## src/dpw_pkg.sv

```systemverilog
// Package for the dual wiper command interpreter: codes, layouts, timing
package dpw_pkg;

  localparam int          DPW_WIDTH      = 8;
  localparam logic [7:0]  DPW_MIDSCALE   = 8'h80;
  localparam logic [1:0]  DPW_CMD_WIPER  = 2'h0;
  localparam logic [1:0]  DPW_CMD_NVWR   = 2'h1;
  localparam logic [1:0]  DPW_CMD_COPY   = 2'h2;
  localparam logic [1:0]  DPW_CMD_REST   = 2'h3;
  localparam logic [4:0]  DPW_EDGES_FULL = 5'h10;
  localparam logic [4:0]  DPW_EDGES_HALF = 5'h08;
  // Frame bit positions within the 16-bit shift word, edge 1 at bit 15
  localparam int          DPW_CMD_HI     = 13;
  localparam int          DPW_SEL_HI     = 9;
  localparam int          DPW_DAT_HI     = 7;
  localparam int          DPW_INIT_NS    = 5000;
  localparam int          DPW_CLK_NS     = 10;
  localparam int          DPW_INIT_CYC   = DPW_INIT_NS / DPW_CLK_NS;
  localparam logic [9:0]  DPW_INIT_CNT   = 10'(DPW_INIT_CYC);

  typedef struct packed {
    logic       csn;
    logic       sclk;
    logic       din;
  } dpw_pins_t;

  typedef struct packed {
    logic [1:0] cmd;
    logic [1:0] sel;
    logic [7:0] data;
    logic       full;
  } dpw_frame_t;

endpackage

```

## src/dpw_sync.sv

```systemverilog
// Two-flop synchroniser for the serial pins
`timescale 1ns/1ps
module dpw_sync
  import dpw_pkg::*;
(
  // Clock and reset
  input  wire logic      i_clk,
  input  wire logic      i_resetn,
  input  wire logic      i_ce,
  // Pins in, synchronised out
  input  wire dpw_pins_t i_pins,
  output dpw_pins_t      o_pins
);

  typedef struct packed {
    dpw_pins_t s1;
    dpw_pins_t s2;
  } dpw_sync_t;

  dpw_sync_t st_ff;
  dpw_sync_t nxt_st;

  always_comb begin
    nxt_st    = st_ff;
    nxt_st.s1 = i_pins;
    nxt_st.s2 = st_ff.s1;
  end

  // Idle pins: chip select high
  always_ff @(posedge i_clk or negedge i_resetn) begin
    if (!i_resetn) begin
      st_ff <= '{s1: 3'h4, s2: 3'h4};
    end else if (i_ce) begin
      st_ff <= nxt_st;
    end
  end

  assign o_pins = st_ff.s2;

endmodule

```

## src/dpw_core.sv

```systemverilog
// Serial command interpreter for two wiper and two nonvolatile registers
// Operation
// - NV-write command stores data into selected NV
// - NV-write leaves wiper registers unchanged
// - Copy command moves wiper into NV
// - Copy applies to A, B, or both
// - Restore loads selected wipers from NV
// - NV starts midscale, retained across power-down
// - Power-up copies NV into wipers within 5us
// - Standby whenever no transfer in progress, once initialisation ends
// - Writes need 16 edges; copies 8 or 16
// - Chip select rise executes frame, disables input
// - Wiper write updates only selected wiper
// - Frame layout command, select, data, MSB first
`timescale 1ns/1ps
module dpw_core
  import dpw_pkg::*;
#(
  parameter int INIT_CYC = DPW_INIT_CYC
)
(
  // Clock and reset
  input  wire logic       i_clk,
  input  wire logic       i_resetn,
  input  wire logic       i_ce,
  // Serial pins
  input  wire logic       i_csn,
  input  wire logic       i_sclk,
  input  wire logic       i_din,
  // Nonvolatile image held outside this block, presented at power-up
  input  wire logic [7:0] i_nv_a,
  input  wire logic [7:0] i_nv_b,
  // Register contents and status
  output logic [7:0]      o_wiper_a,
  output logic [7:0]      o_wiper_b,
  output logic [7:0]      o_nv_a,
  output logic [7:0]      o_nv_b,
  output logic            o_nv_store,
  output logic            o_ready,
  output logic            o_standby
);

  // Wipers need one edge to follow the freshly loaded image, so two edges at least
  if (INIT_CYC < 2 || INIT_CYC > 1023) begin : g_bad_init
    $error("INIT_CYC out of range");
  end

  typedef enum logic [1:0] {
    ST_INIT  = 2'b00,
    ST_IDLE  = 2'b01,
    ST_SHIFT = 2'b10
  } dpw_state_t;

  typedef struct packed {
    dpw_state_t  state;
    logic [9:0]  init_cnt;
    logic [15:0] shreg;
    logic [4:0]  edges;
    logic        sclk_d;
    logic [7:0]  wiper_a;
    logic [7:0]  wiper_b;
    logic [7:0]  nv_a;
    logic [7:0]  nv_b;
    logic        nv_store;
    logic        ready;
    logic        standby;
    logic        cap;
  } dpw_core_t;

  dpw_core_t  st_ff;
  dpw_core_t  nxt_st;
  dpw_pins_t  pins;
  dpw_frame_t frm;
  logic       sel_a;
  logic       sel_b;
  logic       done;
  logic       valid;

  dpw_sync u_sync (
    .i_clk    (i_clk),
    .i_resetn (i_resetn),
    .i_ce     (i_ce),
    .i_pins   ({i_csn, i_sclk, i_din}),
    .o_pins   (pins)
  );

  // Slice the shift word by the count of edges received
  function automatic dpw_frame_t decode(input logic [15:0] sh, input logic [4:0] n);
    dpw_frame_t f;
    logic [15:0] w;
    f = '0;
    w = (n == DPW_EDGES_HALF) ? {sh[7:0], 8'h00} : sh;
    f.cmd  = w[DPW_CMD_HI -: 2];
    f.sel  = w[DPW_SEL_HI -: 2];
    f.data = w[DPW_DAT_HI -: 8];
    f.full = (n == DPW_EDGES_FULL);
    return f;
  endfunction

  always_comb begin
    frm   = decode(st_ff.shreg, st_ff.edges);
    sel_a = frm.sel[0];
    sel_b = frm.sel[1];
    // Writes need the full frame, copies accept either length
    valid = frm.full || (st_ff.edges == DPW_EDGES_HALF && frm.cmd[1]);
    done  = (st_ff.state == ST_SHIFT) && pins.csn;
    nxt_st          = st_ff;
    nxt_st.sclk_d   = pins.sclk;
    nxt_st.nv_store = 1'b0;
    unique case (st_ff.state)
      ST_INIT: begin
        // Wipers follow NV while the initialisation period runs
        nxt_st.wiper_a  = st_ff.nv_a;
        nxt_st.wiper_b  = st_ff.nv_b;
        nxt_st.init_cnt = st_ff.init_cnt - 10'h001;
        if (st_ff.init_cnt == 10'h001) begin
          nxt_st.state   = ST_IDLE;
          nxt_st.ready   = 1'b1;
          nxt_st.standby = 1'b1;
        end
      end
      ST_IDLE: begin
        if (!pins.csn) begin
          nxt_st.state   = ST_SHIFT;
          nxt_st.standby = 1'b0;
          nxt_st.edges   = 5'h00;
          nxt_st.shreg   = 16'h0000;
        end
      end
      ST_SHIFT: begin
        if (pins.sclk && !st_ff.sclk_d && st_ff.edges != 5'h1f) begin
          nxt_st.shreg = {st_ff.shreg[14:0], pins.din};
          nxt_st.edges = st_ff.edges + 5'h01;
        end
        if (pins.csn) begin
          // Chip select rise: execute and stop taking bits
          nxt_st.state   = ST_IDLE;
          nxt_st.standby = 1'b1;
          if (valid) begin
            unique case (frm.cmd)
              DPW_CMD_WIPER: begin
                if (sel_a) nxt_st.wiper_a = frm.data;
                if (sel_b) nxt_st.wiper_b = frm.data;
              end
              DPW_CMD_NVWR: begin
                if (sel_a) nxt_st.nv_a = frm.data;
                if (sel_b) nxt_st.nv_b = frm.data;
                nxt_st.nv_store = sel_a | sel_b;
              end
              DPW_CMD_COPY: begin
                if (sel_a) nxt_st.nv_a = st_ff.wiper_a;
                if (sel_b) nxt_st.nv_b = st_ff.wiper_b;
                nxt_st.nv_store = sel_a | sel_b;
              end
              DPW_CMD_REST: begin
                if (sel_a) nxt_st.wiper_a = st_ff.nv_a;
                if (sel_b) nxt_st.wiper_b = st_ff.nv_b;
              end
            endcase
          end
        end
      end
      default: begin
        nxt_st.state = ST_IDLE;
      end
    endcase
    // First enabled edge after reset takes the stored image
    nxt_st.cap = 1'b0;
    if (st_ff.cap) begin
      nxt_st.nv_a = i_nv_a;
      nxt_st.nv_b = i_nv_b;
    end
  end

  // Captures the NV image one edge after release; factory value is midscale
  always_ff @(posedge i_clk or negedge i_resetn) begin
    if (!i_resetn) begin
      st_ff <= '{state: ST_INIT, init_cnt: 10'(INIT_CYC), shreg: 16'h0000,
                 edges: 5'h00, sclk_d: 1'b0, wiper_a: DPW_MIDSCALE,
                 wiper_b: DPW_MIDSCALE, nv_a: DPW_MIDSCALE, nv_b: DPW_MIDSCALE,
                 nv_store: 1'b0, ready: 1'b0, standby: 1'b0, cap: 1'b1};
    end else if (i_ce) begin
      st_ff <= nxt_st;
    end
  end

  assign o_wiper_a  = st_ff.wiper_a;
  assign o_wiper_b  = st_ff.wiper_b;
  assign o_nv_a     = st_ff.nv_a;
  assign o_nv_b     = st_ff.nv_b;
  assign o_nv_store = st_ff.nv_store;
  assign o_ready    = st_ff.ready;
  assign o_standby  = st_ff.standby;

  chk_nvwr_keeps_wiper: assert property (@(posedge i_clk) disable iff (!i_resetn)
    (i_ce && done && valid && frm.cmd == DPW_CMD_NVWR) |=>
      (o_wiper_a == $past(o_wiper_a) && o_wiper_b == $past(o_wiper_b)))
    else $error("NV write moved a wiper");
  chk_nvwr_stores_a: assert property (@(posedge i_clk) disable iff (!i_resetn)
    (i_ce && done && valid && frm.cmd == DPW_CMD_NVWR && sel_a) |=> o_nv_a == $past(frm.data))
    else $error("NV write lost data");
  chk_copy_to_nv: assert property (@(posedge i_clk) disable iff (!i_resetn)
    (i_ce && done && valid && frm.cmd == DPW_CMD_COPY && sel_b) |=> o_nv_b == $past(o_wiper_b))
    else $error("Copy to NV failed");
  chk_copy_select: assert property (@(posedge i_clk) disable iff (!i_resetn)
    (i_ce && done && frm.cmd == DPW_CMD_COPY && !sel_a) |=> $stable(o_nv_a))
    else $error("Copy hit unselected NV");
  chk_restore_wiper: assert property (@(posedge i_clk) disable iff (!i_resetn)
    (i_ce && done && valid && frm.cmd == DPW_CMD_REST && sel_a) |=> o_wiper_a == $past(o_nv_a))
    else $error("Restore failed");
  chk_init_ready: assert property (@(posedge i_clk) disable iff (!i_resetn)
    (i_ce && o_ready && !$past(o_ready)) |-> (o_wiper_a == o_nv_a && o_wiper_b == o_nv_b))
    else $error("Init did not load wipers");
  chk_standby_idle: assert property (@(posedge i_clk) disable iff (!i_resetn)
    (st_ff.state == ST_SHIFT) |-> !o_standby)
    else $error("Standby during transfer");
  chk_short_frame: assert property (@(posedge i_clk) disable iff (!i_resetn)
    (i_ce && done && !valid) |=> ($stable(o_wiper_a) && $stable(o_nv_a) && $stable(o_nv_b)))
    else $error("Short frame changed state");
  chk_wiper_only: assert property (@(posedge i_clk) disable iff (!i_resetn)
    (i_ce && done && frm.cmd == DPW_CMD_WIPER) |=> ($stable(o_nv_a) && $stable(o_nv_b)))
    else $error("Wiper write touched NV");
  chk_no_select: assert property (@(posedge i_clk) disable iff (!i_resetn)
    (i_ce && done && frm.sel == 2'h0) |=> ($stable(o_wiper_b) && $stable(o_nv_b)))
    else $error("Select 00 changed state");

endmodule

```

## config.mk

```make
export PLATFORM = sky130hd
export DESIGN_NAME = dpw_core
export DESIGN_NICKNAME = d
export VERILOG_FILES = /design/src/dpw_pkg.sv /design/src/dpw_sync.sv /design/src/dpw_core.sv
export SDC_FILE = /design/constraint.sdc
export NUM_CORES = 1
export LEC_CHECK = 0
export BUFFER_PORTS_ARGS = -buffer_cell sky130_fd_sc_hd__buf_2
export CORE_AREA = 2 2 93 95
export CTS_BUF_LIST = sky130_fd_sc_hd__clkbuf_16
export CTS_CLUSTER_DIAMETER = 200
export DETAILED_ROUTE_END_ITERATION = 10
export DIE_AREA = 0 0 95 97
export PLACE_DENSITY = 0.75
export SYNTH_ARGS = -nofsm -noshare
export SYNTH_HDL_FRONTEND = slang
export SYNTH_SLANG_ARGS = --single-unit
```

## constraint.sdc

```tcl
create_clock -name i_clk -period 2.5 [get_ports i_clk]
set_input_delay 0.375 -clock i_clk [delete_from_list [all_inputs] [get_ports i_clk]]
set_output_delay 0.375 -clock i_clk [all_outputs]
set_load 0.005 [all_outputs]
```

==> impl_metrics.json <==
{
  "hold_class": "input pin to asynchronous set/reset pin",
  "outcome": "finished clean",
  "ir_drop_uv": 448.0,
  "critPathArrivalTime_ns": 2.68,
  "async_flop_share_pct": 100.0,
  "path_class": "register to register",
  "synth_common_cells": "64 x nand2_1, 61 x dfrtp_1, 54 x o21ai_0",
  "drt-pass1-iter-count": 4,
  "cts_max_level": 3,
  "relSlewSlack_pct": 35.34,
  "critPathMaxStageDelay_ns": 0.38,
  "fmax_mhz": 413.2,
  "die_h_um": 97,
  "leakagePower_nw": 1.977,
  "synth_cells": 435,
  "yosysMostFrequentCell": "nand2_1",
  "required_ns": 2.75,
  "vias": 3342,
  "syn_to_final_growth_pct": 16.73,
  "syn-num-nets": 466,
  "num-fill-cells": 682,
  "cpMaxStageDelayCell": "dfrtp_1",
  "gp_congestion": 0.8530,
  "clock_latency_ns": 0.33,
  "fin_skew_ns": 0.008596,
  "antennaDiodeCount": 0,
  "wirelength_mm": 9.937,
  "ys_seq_area_share_pct": 45.24,
  "ys_top_cells_by_area": "dfrtp_1 37%, dfstp_2 8.3%, o21ai_0 6.5%, buf_4 5.8%, nand2_1 5.8%",
  "fin_nets": 500,
  "top_layer_used": "met4",
  "tns_ns": 0,
  "hold_buffers": 0,
  "coreArea_um2": 8134,
  "drcViolationCount": 0,
  "fp-row-count": 33,
  "fin_util_pct": 59.25,
  "seqCellArea_um2": 1868,
  "cp-end-kind": "register",
  "instances_no_fill": 579,
  "viasPerCell": 5.772,
  "final_layout_size_suffix_gt1_share_pct": 31.22,
  "hold-worst-slack_ns": 0.05873,
  "cpLargestDelayFamily": "simple AND/OR/NAND/NOR gates",
  "grt_use_total_pct": 21.77,
  "grt_pass1_vias": 3130,
  "slew_viol_final": 0,
  "period_share_pct": 96.80,
  "cp_cell_sequence": "inv_2 > ha_4 > nand4bb_1 > nand2_1 > and2_4 > inv_2 > ha_1 > nand4bb_1 > nor4b_2 > buf_4 > and2_1 > o21ai_0 > o21ai_1",
  "cp.buffers_inverters": 3,
  "ys_seq_elements": 74,
  "start_util_pct": 50.76,
  "root_buffer": "clkbuf_16",
  "wl_met1_mm": 4.221,
  "synth_cell_types": 49,
  "die_w_um": 95,
  "synth_top_cell_by_area": "dfrtp_1",
  "clkSlewWorstSetupHoldPaths_ns": 0.06,
  "cts_buffers": 9,
  "synth_edf_count": 0,
  "finalSetupViolCount": 0,
  "detail-route-antenna-nets": 0,
  "hpwlAfterDp_mm": 6.550,
  "synth_warnings": 0,
  "placed_cells": 562,
  "wl_per_cell_um": 17.16,
  "synth_top_area_share_pct": 36.97,
  "dr_wl_met2_mm": 4.801,
  "wl_met3_um": 677,
  "clock-sinks": 74,
  "avgSynthCellArea_um2": 9.492,
  "syn_area_um2": 4129,
  "io_buffer_count": 56,
  "ys.flop_type": "dfrtp_1",
  "worstSetupStartpointType": "register",
  "cap_violations": 0,
  "worstMarginPinSlew_ns": 0.9699,
  "ios": 57,
  "drtIter0Drc": 226,
  "finalCriticalPeriod_ns": 2.420,
  "antenna_found_initial": 0,
  "cp_max_fo": 8,
  "dieArea_um2": 9215,
  "hold_viol": 0,
  "cts_tree": "built",
  "overflow": 0,
  "power_density_nw_per_um2": 1155,
  "multi_input_area_um2": 1998,
  "clk_path_buf_depth": 2,
  "grt_pass1_wl_mm": 15.68,
  "grt_max_degree": 75
}
==> stage by stage <==
stage          worst slack (ns)  instance area (um^2)  total power (W)
5_1_grt                -0.05450                  4820         0.005932
6_report                0.07991                  4820         0.005566
3_3_place_gp            0.04002                  4357         0.004004
3_5_place_dp            -0.1164                  4357         0.004091
4_1_cts                0.002005                  4702         0.005457
2_1_floorplan           0.01588                  4134         0.003575
==> report_power, final <==
group	internal, W	switching, W	total, W
Sequential	0.00166	0.000492	0.00215
Clock	0.000863	0.000488	0.00135
Combinational	0.000923	0.00114	0.00207
Total	0.00344	0.00212	0.00557
==> cell type report <==
cell class                      count  share of cell area [%]
Multi-Input combinational cell    295                   41.46
Clock buffer                        9                   4.673
Clock inverter                      7                   1.765
Inverter                           12                  0.9346
Timing Repair Buffer               77                   9.683
Sequential cell                    74                   38.76
Tap cell                          105                   2.726
==> path summary, 6_finish.rpt <==
kind	startpoint	end	slack, ns	cells after the start
setup / recovery	st_ff[37]	o_wiper_a[1]	0.08	13
hold reg to reg	o_ready	o_ready	0.45	1
hold / removal	i_resetn	o_wiper_b[2]	0.06	2
max in group asynchronous	i_resetn	u_sync.nxt_st[2]	2.09	2
setup reg to reg	st_ff[37]	o_wiper_a[1]	0.08	13
min in group i_clk	i_nv_a[6]	o_nv_a[6]	0.27	3
==> placed cells by master (no fill, tap or decap), drive strengths merged, types with 3 or more instances in the layout <==
| master | count |
|---|---|
| clkinv | 3 |
| nor3b | 3 |
| a22oi | 17 |
| dfstp | 13 |
| nand2 | 64 |
| mux2 | 8 |
| a21oi | 21 |
| and3 | 3 |
| nor3 | 4 |
| and2 | 10 |
| dfrtp | 61 |
| nor2 | 12 |
| nor2b | 19 |
| a221oi | 16 |
| inv | 13 |
| xnor2 | 6 |
| clkbuf | 9 |
| xor2 | 4 |
| nand2b | 4 |
| buf | 77 |
| ha | 9 |
| o21ai | 71 |
==> what timing repair did <==
action / CTS / global route
endpoints found under the setup margin: 16 / 32
setup buffers: 0 / 2
pin swaps: 1 / 5
resized for setup: 9 / 30
==> sequential cells by signal, indices dropped and copies added (netlist names) <==
name	count
o_ready	1
o_standby	1
o_wiper_b	8
o_wiper_a	8
o_nv_a	8
o_nv_b	8
st_ff	33
u_sync.o_pins	3
u_sync.nxt_st	3
o_nv_store	1
==> layer usage <==
metal | global-route usage (%) | up-vias
li1 | - | 1563
met1 | 29.52 | 1632
met2 | 33.61 | 127
met3 | 5.062 | 20
met4 | 8.584 | 0
met5 | 0 | -
==> logic make-up after synthesis <==
kind of cell    Yosys count  share of synthesized area [%]
buf+inv                  66                          9.485
mux                       8                          2.364
fa+ha+maj                 9                          2.727
flops                    74                          45.24
xor+xnor                 10                          2.121
simple gates            133                          17.36
compound gates          135                          20.70
==> worst reg2reg max path: cells and delay by family, from the launching register on <==
kind,cells,cell delay (ns)
adder cells (fa/ha/maj),2,0.37
buffers and inverters,3,0.30
AND/OR/NAND/NOR,6,1.05
AO/OA/AOI/OAI,2,0.25
flip-flops,1,0.38
(Power assumes the default switching activity.)
